## src/bpc_map.svh

```systemverilog
// Purpose: Widths, commands and timing of the bypass program controller.
// Assumes: A 100 MHz system clock and a 16-bit flash data bus.
// Notes: Times are given in their unit and turned into cycles here.
// Notes on behaviour
// Word count above 127 or other sector errors.
// Each buffer data write decrements the countdown.
// Confirm x29h at loaded sector when countdown -1.
// Finished programming returns to bypass idle itself.
// Hang with ready status needs xF0h reset.
// Enhanced suspend x51h only while programming busy.
// Suspend request becomes suspended within latency.
// Resume x50h returns to bypass programming.
// Legacy resume x30h also returns to programming.
// Status read x70h at x555h keeps state.
// Host never uses legacy suspend xB0h.
// Single-word entry next write starts programming.
// Undefined commands during programming are never sent.
`ifndef BPC_MAP_SVH
`define BPC_MAP_SVH

// Bus geometry.
`define BPC_ADDR_W 22
`define BPC_DATA_W 16
`define BPC_SECT_LSB 15
`define BPC_WC_MAX 127

// Command addresses and data codes.
`define BPC_ADDR_STATUS 22'h000555
`define BPC_CMD_BUF_ENTER 16'h0025
`define BPC_CMD_CONFIRM 16'h0029
`define BPC_CMD_WORD 16'h00a0
`define BPC_CMD_RESET 16'h00f0
`define BPC_CMD_SUSPEND 16'h0051
`define BPC_CMD_RESUME 16'h0050
`define BPC_CMD_RESUME_OLD 16'h0030
`define BPC_CMD_SUSPEND_OLD 16'h00b0
`define BPC_CMD_STATUS 16'h0070

// Status register fields.
`define BPC_SR_READY 7
`define BPC_SR_PROG_ERR 4

// Clock rate and timing, cycle counts round least times up.
`define BPC_CLK_MHZ 100
`define BPC_T_WP_NS 40
`define BPC_T_ACC_NS 80
`define BPC_T_SUSP_US 40
`define BPC_WP_CYC ((`BPC_T_WP_NS * `BPC_CLK_MHZ + 999) / 1000)
`define BPC_ACC_CYC ((`BPC_T_ACC_NS * `BPC_CLK_MHZ + 999) / 1000)
`define BPC_SUSP_CYC (`BPC_T_SUSP_US * `BPC_CLK_MHZ)

`endif

```

## src/bpc_pkg.sv

```systemverilog
// Purpose: Types shared by the bypass program controller.
// Assumes: bpc_map.svh supplies the widths.
// Notes: Pin group and user command travel as packed structs.
`include "bpc_map.svh"
package bpc_pkg;

	// User operations accepted on the command port.
	typedef enum logic [2:0] {
		op_buf_prog,
		op_word_prog,
		op_suspend,
		op_resume,
		op_status,
		op_read,
		op_reset
	} bpc_op_type;

	// One user command.
	typedef struct packed {
		bpc_op_type op;
		logic [`BPC_ADDR_W-1:0] addr;
		logic [6:0] words_m1;
	} bpc_cmd_type;

	// Flash pins driven by the controller.
	typedef struct packed {
		logic [`BPC_ADDR_W-1:0] addr;
		logic [`BPC_DATA_W-1:0] dq_out;
		logic dq_oe;
		logic ce_n;
		logic oe_n;
		logic we_n;
	} bpc_pins_type;

	// Pins at rest: chip deselected, bus released.
	localparam bpc_pins_type BPC_PINS_IDLE = '{addr: '0, dq_out: '0, dq_oe: 1'b0,
		ce_n: 1'b1, oe_n: 1'b1, we_n: 1'b1};

	// Bus cycle engine states.
	typedef enum logic [1:0] {
		b_idle,
		b_setup,
		b_strobe,
		b_hold
	} bpc_bus_state_type;

	// Controller states; the bypass_* ones mirror the device.
	typedef enum logic [4:0] {
		st_bypass_idle,
		st_buf_enter,
		st_bypass_buffer_load,
		st_bypass_buffer_data,
		st_buf_confirm,
		st_word_cmd,
		st_bypass_single_word_entry,
		st_bypass_programming,
		st_stat_cmd,
		st_stat_read,
		st_array_read,
		st_check,
		st_bypass_suspend_request,
		st_bypass_program_suspended,
		st_resume,
		st_sw_reset,
		st_wait
	} bpc_state_type;

endpackage

```

## src/bpc_bus_cycle.sv

```systemverilog
// Purpose: Runs one asynchronous write or read cycle on the flash pins.
// Assumes: The caller waits for done before starting the next cycle.
// Notes: Setup, strobe and hold phases; a read samples the data bus at strobe end.
`timescale 1ns/100ps
`include "bpc_map.svh"
module bpc_bus_cycle
	import bpc_pkg::*;
#(
	parameter int WP_CYC = `BPC_WP_CYC,
	parameter int ACC_CYC = `BPC_ACC_CYC
)(
	input wire logic clk_sys,
	input wire logic rst,
	input wire logic start,
	input wire logic write,
	input wire logic [`BPC_ADDR_W-1:0] addr,
	input wire logic [`BPC_DATA_W-1:0] data,
	input wire logic [`BPC_DATA_W-1:0] dq_in,
	output logic done,
	output logic [`BPC_DATA_W-1:0] rdata,
	output bpc_pins_type pins
);

	bpc_bus_state_type bst_reg, bst_next; // Cycle phase.
	logic [7:0] cnt_reg, cnt_next; // Strobe length counter.
	logic write_reg, write_next; // Cycle direction.
	bpc_pins_type pins_reg, pins_next; // Registered pin values.
	logic [`BPC_DATA_W-1:0] rdata_reg, rdata_next; // Last read word.
	logic done_reg, done_next; // One-cycle end marker.

	// Phase sequencing; pins only change on clock edges so no glitches reach the chip.
	always_comb begin
		bst_next = bst_reg;
		cnt_next = cnt_reg;
		write_next = write_reg;
		pins_next = pins_reg;
		rdata_next = rdata_reg;
		done_next = 1'b0;
		case (bst_reg)
			b_idle: begin
				// Address and data settle one cycle before the strobe.
				if (start) begin
					write_next = write;
					pins_next.addr = addr;
					pins_next.dq_out = data;
					pins_next.dq_oe = write;
					pins_next.ce_n = 1'b0;
					bst_next = b_setup;
				end
			end
			b_setup: begin
				// Open the strobe that fits the direction.
				pins_next.we_n = ~write_reg;
				pins_next.oe_n = write_reg;
				cnt_next = write_reg ? 8'(WP_CYC - 1) : 8'(ACC_CYC - 1);
				bst_next = b_strobe;
			end
			b_strobe: begin
				// Hold the strobe for its full width, then sample a read.
				if (cnt_reg == 8'h00) begin
					if (!write_reg) begin
						rdata_next = dq_in;
					end
					pins_next.we_n = 1'b1;
					pins_next.oe_n = 1'b1;
					bst_next = b_hold;
				end else begin
					cnt_next = cnt_reg - 8'h01;
				end
			end
			default: begin
				// Data holds one cycle past the strobe, then the bus is released.
				pins_next = BPC_PINS_IDLE;
				done_next = 1'b1;
				bst_next = b_idle;
			end
		endcase
	end

	// State registers.
	always_ff @(posedge clk_sys or posedge rst) begin
		if (rst) begin
			bst_reg <= b_idle;
			cnt_reg <= 8'h00;
			write_reg <= 1'b0;
			pins_reg <= BPC_PINS_IDLE;
			rdata_reg <= 16'h0000;
			done_reg <= 1'b0;
		end else begin
			bst_reg <= bst_next;
			cnt_reg <= cnt_next;
			write_reg <= write_next;
			pins_reg <= pins_next;
			rdata_reg <= rdata_next;
			done_reg <= done_next;
		end
	end

	assign done = done_reg;
	assign rdata = rdata_reg;
	assign pins = pins_reg;

endmodule

```

## src/bpc_host.sv

```systemverilog
// Purpose: Drives bypass buffered and word programming on a NOR flash.
// Assumes: The device is already in unlock bypass mode.
// Notes: Programming progress is followed by status polling; suspend entry waits out a timed latency.
`timescale 1ns/100ps
`include "bpc_map.svh"
module bpc_host
	import bpc_pkg::*;
#(
	parameter int SUSP_CYC = `BPC_SUSP_CYC,
	parameter bit LEGACY_RESUME = 1'b0
)(
	input wire logic clk_sys,
	input wire logic rst,
	input wire logic cmd_valid,
	output logic cmd_ready,
	input wire bpc_cmd_type cmd,
	input wire logic wr_valid,
	output logic wr_ready,
	input wire logic [`BPC_DATA_W-1:0] wr_data,
	output logic done,
	output logic fail,
	output logic rd_valid,
	output logic [`BPC_DATA_W-1:0] rd_data,
	output logic suspended,
	input wire logic [`BPC_DATA_W-1:0] flash_dq_in,
	output bpc_pins_type flash_pins
);

	localparam int SW = `BPC_ADDR_W - `BPC_SECT_LSB; // Sector number width.

	bpc_state_type state_reg, state_next; // Current step.
	bpc_state_type ret_reg, ret_next; // Step after the running bus cycle.
	bpc_state_type home_reg, home_next; // Device state to fall back to.
	logic [7:0] cnt_reg, cnt_next; // Word countdown, two's complement.
	logic [`BPC_ADDR_W-1:0] addr_reg, addr_next; // Next data address.
	logic [SW-1:0] sect_reg, sect_next; // Sector loaded with the buffer.
	logic stat_reg, stat_next; // The pending read is a status read.
	logic busy_reg, busy_next; // Last poll showed programming busy.
	logic [15:0] lat_reg, lat_next; // Suspend latency counter.
	logic done_reg, done_next; // Completion pulse.
	logic fail_reg, fail_next; // Failure pulse.
	logic rdv_reg, rdv_next; // Read data pulse.
	logic [`BPC_DATA_W-1:0] rdat_reg, rdat_next; // Last word read.
	logic cyc_start; // Launch a bus cycle.
	logic cyc_write; // Launched cycle is a write.
	logic [`BPC_ADDR_W-1:0] cyc_addr; // Launched address.
	logic [`BPC_DATA_W-1:0] cyc_data; // Launched write data.
	logic cyc_done; // Bus cycle finished.
	logic [`BPC_DATA_W-1:0] cyc_rdata; // Bus cycle read data.

	// Buffer span check: the whole load must stay in one sector.
	wire [`BPC_SECT_LSB:0] span = {1'b0, cmd.addr[`BPC_SECT_LSB-1:0]}
		+ (`BPC_SECT_LSB+1)'(cmd.words_m1);
	wire crosses = span[`BPC_SECT_LSB];
	wire [`BPC_ADDR_W-1:0] sect_base = {sect_reg, {`BPC_SECT_LSB{1'b0}}};
	wire is_susp_op = (cmd.op == op_suspend);
	wire ready_bit = cyc_rdata[`BPC_SR_READY];
	wire err_bit = cyc_rdata[`BPC_SR_PROG_ERR];
	wire wr_launch = cyc_start && cyc_write && !wr_ready && state_reg != st_bypass_buffer_load;

	// Suspend is offered only after a busy poll.
	assign cmd_ready = (state_reg == st_bypass_idle) || (state_reg == st_bypass_program_suspended)
		|| (state_reg == st_bypass_programming && is_susp_op && busy_reg);
	assign wr_ready = (state_reg == st_bypass_buffer_data)
		|| (state_reg == st_bypass_single_word_entry);

	// Step sequencing; each device access runs through st_wait.
	always_comb begin
		state_next = state_reg;
		ret_next = ret_reg;
		home_next = home_reg;
		cnt_next = cnt_reg;
		addr_next = addr_reg;
		sect_next = sect_reg;
		stat_next = stat_reg;
		busy_next = busy_reg;
		lat_next = lat_reg;
		done_next = 1'b0;
		fail_next = 1'b0;
		rdv_next = 1'b0;
		rdat_next = rdat_reg;
		cyc_start = 1'b0;
		cyc_write = 1'b1;
		cyc_addr = addr_reg;
		cyc_data = 16'h0000;
		case (state_reg)
			st_bypass_idle: begin
				if (cmd_valid) begin
					addr_next = cmd.addr;
					sect_next = cmd.addr[`BPC_ADDR_W-1:`BPC_SECT_LSB];
					cnt_next = {1'b0, cmd.words_m1};
					if (cmd.op == op_buf_prog) begin
						// A load that would leave its sector is refused before any write.
						if (crosses) begin
							fail_next = 1'b1;
						end else begin
							state_next = st_buf_enter;
						end
					end else if (cmd.op == op_word_prog) begin
						state_next = st_word_cmd;
					end else if (cmd.op == op_read) begin
						state_next = st_array_read;
					end else if (cmd.op == op_status) begin
						state_next = st_stat_cmd;
					end else if (cmd.op == op_reset) begin
						state_next = st_sw_reset;
					end else begin
						fail_next = 1'b1;
					end
				end
			end
			st_buf_enter: begin
				// Open the write buffer at the target sector.
				cyc_start = 1'b1;
				cyc_addr = sect_base;
				cyc_data = `BPC_CMD_BUF_ENTER;
				ret_next = st_bypass_buffer_load;
				state_next = st_wait;
			end
			st_bypass_buffer_load: begin
				// Word count is words minus one and never above the limit.
				cyc_start = 1'b1;
				cyc_addr = sect_base;
				cyc_data = {9'h000, cnt_reg[6:0]};
				ret_next = st_bypass_buffer_data;
				state_next = st_wait;
			end
			st_bypass_buffer_data: begin
				// Each data word counts down by one; after the last it reads -1.
				if (wr_valid) begin
					cyc_start = 1'b1;
					cyc_data = wr_data;
					cnt_next = cnt_reg - 8'h01;
					addr_next = addr_reg + `BPC_ADDR_W'(1);
					ret_next = (cnt_reg == 8'h00) ? st_buf_confirm : st_bypass_buffer_data;
					state_next = st_wait;
				end
			end
			st_buf_confirm: begin
				// Confirm goes to the loaded sector, which starts programming.
				cyc_start = 1'b1;
				cyc_addr = sect_base;
				cyc_data = `BPC_CMD_CONFIRM;
				home_next = st_bypass_programming;
				busy_next = 1'b0;
				ret_next = st_bypass_programming;
				state_next = st_wait;
			end
			st_word_cmd: begin
				cyc_start = 1'b1;
				cyc_data = `BPC_CMD_WORD;
				ret_next = st_bypass_single_word_entry;
				state_next = st_wait;
			end
			st_bypass_single_word_entry: begin
				// The next data write itself starts programming.
				if (wr_valid) begin
					cyc_start = 1'b1;
					cyc_data = wr_data;
					home_next = st_bypass_programming;
					busy_next = 1'b0;
					ret_next = st_bypass_programming;
					state_next = st_wait;
				end
			end
			st_bypass_programming: begin
				// While programming, only suspend or polls are sent.
				if (cmd_valid && is_susp_op && busy_reg) begin
					cyc_start = 1'b1;
					cyc_data = `BPC_CMD_SUSPEND;
					lat_next = 16'(SUSP_CYC - 1);
					ret_next = st_bypass_suspend_request;
					state_next = st_wait;
				end else begin
					state_next = st_stat_cmd;
				end
			end
			st_stat_cmd: begin
				// Status read entry keeps the device state.
				cyc_start = 1'b1;
				cyc_addr = `BPC_ADDR_STATUS;
				cyc_data = `BPC_CMD_STATUS;
				ret_next = st_stat_read;
				state_next = st_wait;
			end
			st_stat_read: begin
				cyc_start = 1'b1;
				cyc_write = 1'b0;
				stat_next = 1'b1;
				ret_next = st_check;
				state_next = st_wait;
			end
			st_array_read: begin
				cyc_start = 1'b1;
				cyc_write = 1'b0;
				stat_next = 1'b0;
				ret_next = st_check;
				state_next = st_wait;
			end
			st_check: begin
				rdat_next = cyc_rdata;
				if (home_reg == st_bypass_programming && stat_reg) begin
					if (!ready_bit) begin
						busy_next = 1'b1;
						state_next = st_bypass_programming;
					end else if (err_bit) begin
						// A hung operation only leaves through a software reset.
						state_next = st_sw_reset;
					end else begin
						// The device returns to bypass idle by itself.
						done_next = 1'b1;
						home_next = st_bypass_idle;
						state_next = st_bypass_idle;
					end
				end else begin
					rdv_next = 1'b1;
					state_next = home_reg;
				end
			end
			st_bypass_suspend_request: begin
				// Nothing is written while the device settles into suspend.
				if (lat_reg == 16'h0000) begin
					home_next = st_bypass_program_suspended;
					state_next = st_bypass_program_suspended;
				end else begin
					lat_next = lat_reg - 16'h0001;
				end
			end
			st_bypass_program_suspended: begin
				if (cmd_valid) begin
					addr_next = cmd.addr;
					if (cmd.op == op_resume) begin
						state_next = st_resume;
					end else if (cmd.op == op_read) begin
						state_next = st_array_read;
					end else if (cmd.op == op_status) begin
						state_next = st_stat_cmd;
					end else begin
						fail_next = 1'b1;
					end
				end
			end
			st_resume: begin
				// Either resume code restarts; enhanced is the default.
				cyc_start = 1'b1;
				cyc_data = LEGACY_RESUME ? `BPC_CMD_RESUME_OLD : `BPC_CMD_RESUME;
				home_next = st_bypass_programming;
				busy_next = 1'b0;
				ret_next = st_bypass_programming;
				state_next = st_wait;
			end
			st_sw_reset: begin
				// Fails when clearing a hung program, done otherwise.
				cyc_start = 1'b1;
				cyc_data = `BPC_CMD_RESET;
				fail_next = (home_reg == st_bypass_programming);
				done_next = (home_reg != st_bypass_programming);
				home_next = st_bypass_idle;
				ret_next = st_bypass_idle;
				state_next = st_wait;
			end
			default: begin
				if (cyc_done) begin
					state_next = ret_reg;
				end
			end
		endcase
	end

	// State registers.
	always_ff @(posedge clk_sys or posedge rst) begin
		if (rst) begin
			state_reg <= st_bypass_idle;
			ret_reg <= st_bypass_idle;
			home_reg <= st_bypass_idle;
			cnt_reg <= 8'h00;
			addr_reg <= '0;
			sect_reg <= '0;
			stat_reg <= 1'b0;
			busy_reg <= 1'b0;
			lat_reg <= 16'h0000;
			done_reg <= 1'b0;
			fail_reg <= 1'b0;
			rdv_reg <= 1'b0;
			rdat_reg <= 16'h0000;
		end else begin
			state_reg <= state_next;
			ret_reg <= ret_next;
			home_reg <= home_next;
			cnt_reg <= cnt_next;
			addr_reg <= addr_next;
			sect_reg <= sect_next;
			stat_reg <= stat_next;
			busy_reg <= busy_next;
			lat_reg <= lat_next;
			done_reg <= done_next;
			fail_reg <= fail_next;
			rdv_reg <= rdv_next;
			rdat_reg <= rdat_next;
		end
	end

	assign done = done_reg;
	assign fail = fail_reg;
	assign rd_valid = rdv_reg;
	assign rd_data = rdat_reg;
	assign suspended = (home_reg == st_bypass_program_suspended);

	// One bus cycle engine drives all pins.
	bpc_bus_cycle u_cycle (
		.clk_sys(clk_sys),
		.rst(rst),
		.start(cyc_start),
		.write(cyc_write),
		.addr(cyc_addr),
		.data(cyc_data),
		.dq_in(flash_dq_in),
		.done(cyc_done),
		.rdata(cyc_rdata),
		.pins(flash_pins)
	);
endmodule

```

## config.mk

```make
export PLATFORM = sky130hd
export DESIGN_NAME = bpc_host
export DESIGN_NICKNAME = d
export VERILOG_FILES = /design/src/bpc_pkg.sv /design/src/bpc_bus_cycle.sv /design/src/bpc_host.sv
export VERILOG_INCLUDE_DIRS = /design/src
export SDC_FILE = /design/constraint.sdc
export NUM_CORES = 1
export LEC_CHECK = 0
export BUFFER_PORTS_ARGS = -buffer_cell sky130_fd_sc_hd__buf_2
export CORE_AREA = 4 4 131 133
export CTS_CLUSTER_DIAMETER = 80
export DETAILED_ROUTE_END_ITERATION = 8
export DIE_AREA = 0 0 135 137
export PLACE_DENSITY = 0.75
export SYNTH_ARGS = -nofsm -noshare
export SYNTH_HDL_FRONTEND = slang
export SYNTH_SLANG_ARGS = --single-unit
```

## constraint.sdc

```tcl
create_clock -name clk_sys -period 4.46 [get_ports clk_sys]
set_input_delay 0.223 -clock clk_sys [delete_from_list [all_inputs] [get_ports clk_sys]]
set_output_delay 0.223 -clock clk_sys [all_outputs]
set_load 0.02 [all_outputs]
```

Word-level counts from Yosys, hierarchy flattened
Index checks and enable logic that the tools add are counted.
{"block": "word_totals", "input_bits": 68, "wordCells": 200, "output_inout_bits": 64, "ff_bits": 159}
{"block": "op_classes", "eq_ne": 45, "n_reduce_logical": 45, "add_sub_neg": 5, "n_bitwise": 3, "n_mux": 78}
{"op": "$pmux W16 S9", "count": 1}
{"op": "$mux W5", "count": 22}
{"op": "$pmux W22 S2", "count": 2}
{"op": "$pmux W40 S2", "count": 1}
{"op": "$pmux W5 S10", "count": 1}
{"op": "$mux W16", "count": 3}
{"op": "$eq A5 B4 Y1 const B", "count": 9}
{"op": "$mux W22", "count": 2}
{"op": "$mux W40", "count": 1}
{"op": "$pmux W5 S7", "count": 1}
{"op": "$pmux W16 S2", "count": 1}
{"op": "$pmux W8 S2", "count": 2}
{"op": "$eq A5 B3 Y1 const B", "count": 5}
{"op": "$pmux W5 S5", "count": 1}
{"op": "$mux W8", "count": 3}
{"op": "$mux W1", "count": 23}
{"op": "$add A22 B1 Y22 const B", "count": 1}
{"op": "$ne A2 B2 Y1 const B", "count": 11}
{"op": "$add A15 B7 Y16", "count": 1}
{"op": "$logic_not A16 Y1", "count": 1}
{"op": "$logic_not A8 Y1", "count": 2}
{"op": "$sub A16 B1 Y16 const B", "count": 1}
{"op": "$sub A8 B1 Y8 const B", "count": 2}
{"op": "$pmux W2 S3", "count": 2}
{"op": "other kinds (37)", "count": 77}

Logic depth before layout (Yosys ltp)
Gate-level depths: netlist (run 1).
{"block": "logic_depth", "word_depth": 8, "depth_mapped": 10, "ltp_nobuf": 8}

Cells and area by module
Synthesis (run 1) repeated with hierarchy kept, for this count alone.
{"block": "unflattened", "hier_cells": 843, "area_unflattened_um2": 8383.0}
{"module": "bpc_host", "seq_area_each_um2": 2152.1, "n_inst": 1, "area_per_inst_um2": 5559.1, "cells_each": 638}
{"module": "bpc_bus_cycle", "seq_area_each_um2": 1755.4, "n_inst": 1, "area_per_inst_um2": 2824.0, "cells_each": 205}

Worst setup path before layout (run 1)
Ideal clock, no wire load.
{"block": "synth_timing", "path_kind": "register to register", "startpoint": "reg u_cycle.cnt_reg[0]", "endpoint": "reg u_cycle.rdata_reg[10], in the netlist u_cycle.rdata[10]", "t_required_ns": 4.335, "period_less_slack_ns": 2.253, "t_arrival_ns": 2.129, "setup_ns": 0.125, "n_path_buf": 1, "path_slack_ns": 2.207, "stages_incl_launch_ff": 9, "cell_sequence": "dfrtp_1 inv_1 ha_1 nor2b_1 nand2_1 nor3_1 nand3b_1 clkbuf_1 mux2_2"}
{"block": "synth_via", "elab_chain_len": 2}
{"element": "from (decl)", "line": "bpc_bus_cycle.sv:25", "source": "logic [7:0] cnt_reg, cnt_next;"}
{"element": "from (signal assigned)", "line": "bpc_bus_cycle.sv:91", "source": "cnt_reg <= cnt_next;"}
{"element": "$logic_not A8 Y1", "line": "bpc_bus_cycle.sv:60", "source": "if (cnt_reg == 8'h00) begin"}
{"element": "$reduce_and A3 Y1 (no line)"}
{"element": "to (signal assigned)", "line": "bpc_bus_cycle.sv:94", "source": "rdata_reg <= rdata_next;"}
{"element": "to (decl)", "line": "bpc_bus_cycle.sv:28", "source": "logic [`BPC_DATA_W-1:0] rdata_reg, rdata_next;"}
No other way between the ends.
A chain may end at the register's enable or synchronous reset.

Final worst setup path (run 1)
{"block": "layout_timing", "startpoint": "reg state_reg[2]", "endpoint": "reg u_cycle.pins_reg, in the netlist u_cycle.pins[16]"}
{"block": "layout_via", "elab_chain_len": 5, "elab_cells_between_ends": 20, "classes_between": "13 x eq/ne; 4 x mux; 3 x reduce/logical"}
{"element": "from (decl)", "line": "bpc_host.sv:31", "source": "bpc_state_type state_reg, state_next;"}
{"element": "from (signal assigned)", "line": "bpc_host.sv:273", "source": "state_reg <= st_bypass_idle;"}
{"element": "from (signal assigned)", "line": "bpc_host.sv:287", "source": "state_reg <= state_next;"}
{"element": "$eq A5 B4 Y1 (tied with other cells)", "line": "bpc_host.sv:86", "source": "case (state_reg)"}
{"element": "$reduce_or A9 Y1 (no line) / $reduce_or A2 Y1 (equally long branches)"}
{"element": "$pmux W1 S3 / $pmux W16 S9 (equally long branches)", "line": "bpc_host.sv:86"}
{"element": "$ne A2 B2 Y1 (no line) / $mux W40 (equally long branches)"}
{"element": "$reduce_and A2 Y1 (no line) / $pmux W40 S2 (equally long branches)"}
{"element": "to (signal assigned)", "line": "bpc_bus_cycle.sv:93", "source": "pins_reg <= pins_next;"}
{"element": "to (decl)", "line": "bpc_bus_cycle.sv:27", "source": "bpc_pins_type pins_reg, pins_next;"}
Several ways; a longest one is shown, not always the timed one. The select of a mux whose other input is x is not followed.

==> flow_summary.yaml, run 1 <==
final_layout:
  layout.nets: 1035
  mostFrequentLayoutCell: "dfrtp_1"
  area_growth_pct: 17.9
  largest_reg_flops: 42
  final_area_um2: 9520
  drive_gt1_frac: 0.258
  diodes: 0
  final_cell_mix: "153 x dfrtp_1, 131 x buf_2, 72 x nand2_1, 72 x a21oi_1, 64 x nor2_1"
yosys:
  ys_seq_elements: 156
  synth_edf_count: 0
  synth_top_family_by_area: "compound AO/OA/AOI/OAI gates"
  synth-simple-area-share: 0.184
  ys_seq_area_frac: 0.484
  synth_fa_ha_area_frac: 0.0217
  synth_flop_cell: "dfrtp_1"
  yosysUniqueCellTypes: 79
  synthMuxAreaShare: 0.0665
  ys_warn_count: 0
  synth_compound_area_frac: 0.196
  syn_area_per_cell_um2: 9.72
  async_flop_share: 1.00
  synthCells: 831
  netlist_area_um2: 8080
  postSynthNetCount: 913
  synthXorXnorAreaFrac: 0.0141
drt:
  wirelength_um: 21000
  drtIter0Drc: 521
  viasPerCell: 5.81
  first_pass_iters: 5
  wire_per_inst_um: 17.8
  drtAntennaViolNets: 0
  route.vias.total: 6869
  detail_route.drc_violations: 0
floorplan:
  num_rows: 46
  io_pins: 132
  die-area_um2: 18500
  core_um2: 15800
  start_util: 0.510
  dieHeight_um: 137
  die_w_um: 135
run:
  max-cap-violations: 0
status:
  outcome: "finished, final reports clean"
worst_setup_path:
  crit_slowest_cell: "dfrtp_1"
  required_ns: 4.77
  critical_path_class: "flop to flop"
  crit_path_end_kind: "flop"
  cp_cell_sequence: "nand2_1, nor4_4, buf_4, a21oi_2, a31o_2, and2_0, a31o_2"
  slowest_delay_ns: 0.86
  rr_worst_depth: 7
  arrival_ns: 3.41
  rrSetupSlack_ns: 1.36
  crit_fanout: 46
  cpMostUsedCell: "a31o_2"
  critPathLaunchType: "flop"
worst_hold_path:
  hold-path-cell-count: 2
  holdCritPathClass: "primary input to flop"
sta:
  setup-tns-final_ns: 0
  tightest_slew_ns: 1.12
  fin_crit_sh: 0.694
  max_freq_mhz: 323
  clock_skew_ns: 0.0128
  slew_headroom: 0.253
  drv_slew: 0
  finalHoldViolCount: 0
  setup_viol: 0
  rsz0062_at_grt: "false"
  fin_crit_ns: 3.10
global_route:
  grt_max_degree: 88
  grt_use_total: 0.230
  grt_antenna_before_repair: 0
  gr-total-overflow: 0
  grt_pass1_vias: 6387
  grt_pass1_wl_um: 33700
cts:
  tritoncts: "yes"
  clock_sinks: 156
  clock_latency_ns: 0.43
  numCtsBuffers: 17
  ctsHoldBuffers: 1
  cts_buffer_depth: 2
  postCtsResizedCells: 0
  cts-root-buf: "clkbuf_16"
  htree_levels: 4
  clkSlewWorstSetupHoldPaths_ns: 0.07
  post-cts-setup-buffers: 0
power_and_ir_drop:
  irDropWorstVdd_mv: 0.279
  power_leakage_nw: 4.40
  p_per_area_nw_per_um2: 314
place:
  place_congestion: 0.905
  hpwlAfterDp_um: 15200
  placed_area_um2: 8910
  io_buffers: 131
[layout make-up]
cell class / count / area, um2
flip-flops and latches: 156 / 3910
fillers: 1374 / 6310
clock inverters: 14 / 158
clock buffers: 18 / 439
repair buffers: 142 / 741
inverters: 26 / 103
well taps: 216 / 270
multi-input cells: 610 / 3900
[where the power goes]
| group | switching, W | internal [W] | leakage, nW |
|---|---|---|---|
| Clock | 0.000609 | 0.000849 | 0.289 |
| Combinational | 0.0000619 | 0.0000389 | 2.17 |
| Sequential | 0.00000563 | 0.00142 | 1.94 |
| Total | 0.000676 | 0.00231 | 4.40 |
[kinds of logic (layout without fill, tap and decap cells)]
kind of cell               Yosys count  count (layout)
AOI/OAI and AO/OA                  249             249
xor gates and xnor gates            13              13
and+or+nand+nor                    286             286
muxes                               48              48
buffers and inverters               65             200
DFF                                156             156
adders and majority gates           14              14
[per-stage QoR]
step	power (W)	hold slack [ns]	util	worst slack, ns	instances
3_5_place_dp	0.00156	0.433	0.563	1.39	1149
3_3_place_gp	0.00156	0.431	0.563	1.44	1149
4_1_cts	0.00302	0.00706	0.602	1.38	1182
2_1_floorplan	0.00150	0.359	-	0.0355	831
6_report	0.00299	0.0241	0.602	1.36	1182
5_1_grt	0.00309	0.0203	0.602	1.16	1182
[final timing paths]
kind	start	end
worst min register to register	u_cycle.pins[37]$_DFFE_PP0P_	u_cycle.pins[37]$_DFFE_PP0P_
min in group asynchronous	rst	cnt_reg[5]$_DFFE_PP0P_
worst max-delay path	state_reg[2]$_DFFE_PP0P_	u_cycle.pins[16]$_DFFE_PP0P_
worst max register to register	state_reg[2]$_DFFE_PP0P_	u_cycle.pins[16]$_DFFE_PP0P_
max in group asynchronous	rst	lat_reg[4]$_DFFE_PP0P_
worst min-delay path	flash_dq_in[12]	u_cycle.rdata[12]$_DFFE_PP0P_
[worst max-delay path: cells and delay by family, from the launching register on]
kind	cells	cell delay [ns]
flops	1	0.86
compound gates	3	0.86
simple gates	3	1.03
buf+inv	1	0.24
[cells in the mapped netlist (8+ instances only)]
cell | n | share of area
nand4_1 | 11 | 0.0085
xor2_1 | 10 | 0.011
ha_1 | 14 | 0.022
a22oi_1 | 14 | 0.013
a21o_1 | 8 | 0.0074
nand3_1 | 22 | 0.014
nor2_1 | 64 | 0.030
nand2_1 | 72 | 0.033
nor2b_1 | 10 | 0.0077
o22ai_1 | 14 | 0.011
o21ai_0 | 56 | 0.035
a31o_2 | 9 | 0.0098
clkbuf_1 | 23 | 0.011
a21oi_1 | 72 | 0.045
buf_2 | 10 | 0.0062
o31ai_1 | 9 | 0.0084
nand2b_1 | 17 | 0.013
and3_1 | 8 | 0.0062
dfrtp_1 | 153 | 0.47
nor3_1 | 23 | 0.014
mux2_2 | 45 | 0.063
a22o_1 | 10 | 0.011
inv_1 | 26 | 0.012
[routing by layer]
layer  wire, um  vias to the layer above  share of wire  GRT usage
met4        323                        0          0.015     0.0644
met2       9980                      207           0.47      0.359
met1       9500                     3352           0.45      0.333
li1           -                     3285              -          -
met3       1230                       25          0.059     0.0415
met5          0                        -              0          0
No activity file was read; power rests on OpenSTA's default activity.
==> inputs of run 2 (changes only) <==
==> constraint.sdc (replaced) <==
create_clock -name clk_sys -period 2.7 [get_ports clk_sys]
set_input_delay 0.135 -clock clk_sys [delete_from_list [all_inputs] [get_ports clk_sys]]
set_output_delay 0.135 -clock clk_sys [all_outputs]
set_load 0.02 [all_outputs]
==> run 2 against run 1 <==
Net effect:
- the flow now finishes with violations (negative hold slack)
- combinational power increased by 100%
- via count increased by 4.4%
- worst setup slack got worse by 1.2 ns
- global-route usage increased by 1.2 points
- non-clock buffer count increased by 57
- cell count increased by 4.9%
- utilization increased by 3.5 points
- clock skew decreased by 0.0033 ns
- final area increased by 5.8%
- register-to-register slack got worse by 1.2 ns
- sequential share of layout area decreased by 2.2 points
- clock power increased by 68%
- largest cell class is now multi-input gates
- highest routed layer unchanged
==> flow_summary.yaml, run 2 (synthesized netlist as in run 1, its figures left out) <==
sta:
  rsz0062_at_grt: "false"
  setup-tns-final_ns: 0
  drv_slew: 0
  fin_crit_ns: 2.52
  clock_skew_ns: 0.00945
  tightest_slew_ns: 0.879
  fin_crit_sh: 0.932
  hold_ws_ns: -0.0958
  slew_headroom: 0.414
  max_freq_mhz: 397
  finalHoldViolCount: 69
  setup_viol: 0
worst_setup_path:
  crit_path_end_kind: "flop"
  critPathLaunchType: "flop"
  crit_fanout: 8
  required_ns: 3.01
  arrival_ns: 2.83
  critical_path_class: "flop to flop"
drt:
  dr_wl_met3_um: 1280
  wire_per_inst_um: 17.7
  wl_met1_um: 9690
  wl_met2_um: 10500
  viasPerCell: 5.78
  first_pass_iters: 5
  top_layer_used: "met4"
  wirelength_um: 21900
  detail_route.drc_violations: 0
  route.vias.total: 7171
  drtIter0Drc: 687
  drtAntennaViolNets: 0
floorplan:
  dieHeight_um: 137
  die_w_um: 135
  start_util: 0.510
  core_um2: 15800
  io_pins: 132
  num_rows: 46
  die-area_um2: 18500
place:
  io_buffers: 131
  place_congestion: 0.903
  placed_cells: 1172
  hpwlAfterDp_um: 15400
final_layout:
  stdcell_count: 1240
  register_area_um2: 3910
  final_cell_mix: "153 x dfrtp_1, 131 x buf_2, 72 x nand2_1, 72 x a21oi_1, 64 x nor2_1"
  area_growth_pct: 24.7
  multi_input_area_um2: 3910
  largest_reg_flops: 42
  layout.nets: 1092
  mostFrequentLayoutCell: "dfrtp_1"
  nFillCells: 1270
  drive_gt1_frac: 0.264
cts:
  clkSlewWorstSetupHoldPaths_ns: 0.06
  tritoncts: "yes"
  cts_buffer_depth: 2
  htree_levels: 4
  clock_sinks: 156
  clock_latency_ns: 0.43
  cts-root-buf: "clkbuf_16"
  numCtsBuffers: 17
status:
  outcome: "finished with violations"
  violations: "negative hold slack"
power_and_ir_drop:
  p_per_area_nw_per_um2: 498
  irDropWorstVdd_mv: 0.416
  power_leakage_nw: 4.67
global_route:
  grt_pass1_wl_um: 35500
  grt_antenna_before_repair: 1
  grt_use_total: 0.243
  grt_pass1_vias: 6890
  grt_max_degree: 157
  gr-total-overflow: 0
worst_hold_path:
  holdCritPathClass: "primary input to async pin"
run:
  max-cap-violations: 0
-- run 2: changes by cell type in the layout (fill, tap and decap cells not counted), moves of 2 or more --
cell,previous run,this run
buf_12,0,2
buf_4,10,31
dlygate4sd3_1,1,35
clkinv_2,2,5
clkinv_4,4,1
inv_6,4,1
clkbuf_1,0,2
-- run 2: critical path, cell delays in order (launching register included) --
cell and delay [ns]:
dfrtp_1 0.41, buf_4 0.18, or3_1 0.43, nor3_2 0.50
o2111ai_1 0.23, nand4_1 0.24, nor2_1 0.12, mux2_2 0.28
-- run 2: cell type report --
class,instances,share of cell area
Multi-Input combinational cell,610,0.388
Sequential cell,156,0.388
Timing Repair Buffer,199,0.127
Clock buffer,21,0.0457
Tap cell,216,0.0268
Clock inverter,11,0.0139
Inverter,26,0.0101
Antenna cell,1,0.000248
-- run 2: repair_timing --
item                                    in CTS  in global routing
buffers inserted                             0                  0
endpoints found under the setup margin       0                  2
endpoints found under the hold margin       35                  0
hold buffers                                35                  0
resized for setup                            0                  1
-- run 2: worst paths after layout --
kind	startpoint	to	cells after the start	slack, ns
worst min register to register	u_cycle.pins[10]$_DFFE_PP0P_	u_cycle.pins[10]$_DFFE_PP0P_	1	0.48
min in group clk_sys	cmd[4]	cnt_reg[4]$_DFFE_PP0P_	3	0.02
worst max register to register	state_reg[4]$_DFFE_PP0P_	state_reg[2]$_DFFE_PP0P_	7	0.18
worst min-delay path	rst	lat_reg[10]$_DFFE_PP0P_	3	-0.1
worst max-delay path	state_reg[4]$_DFFE_PP0P_	state_reg[2]$_DFFE_PP0P_	7	0.18
max in group asynchronous	rst	addr_reg[16]$_DFFE_PP0P_	3	2.11
-- run 2: per-stage QoR --
| step | instance area, um2 | power, W | util | setup WS (ns) |
|---|---|---|---|---|
| after floorplan | 8080 | 0.00248 | - | 0.447 |
| after global placement | 9110 | 0.00257 | 0.576 | 0.288 |
| after detailed placement | 9110 | 0.00257 | 0.576 | 0.219 |
| after CTS | 10100 | 0.00506 | 0.636 | 0.206 |
| after global routing | 10100 | 0.00518 | 0.636 | 0.0630 |
| final | 10100 | 0.00502 | 0.636 | 0.183 |
-- run 2: layer usage --
metal | vias up | global-route usage
li1 | 3409 | -
met1 | 3465 | 0.340
met2 | 261 | 0.381
met3 | 36 | 0.0441
met4 | 0 | 0.0862
met5 | - | 0
-- run 2: power by group --
part           switching (W)  leakage [nW]  internal (W)
clock network       0.000953         0.297       0.00150
logic               0.000109          2.43     0.0000973
registers         0.00000938          1.94       0.00235
total                0.00107          4.67       0.00395
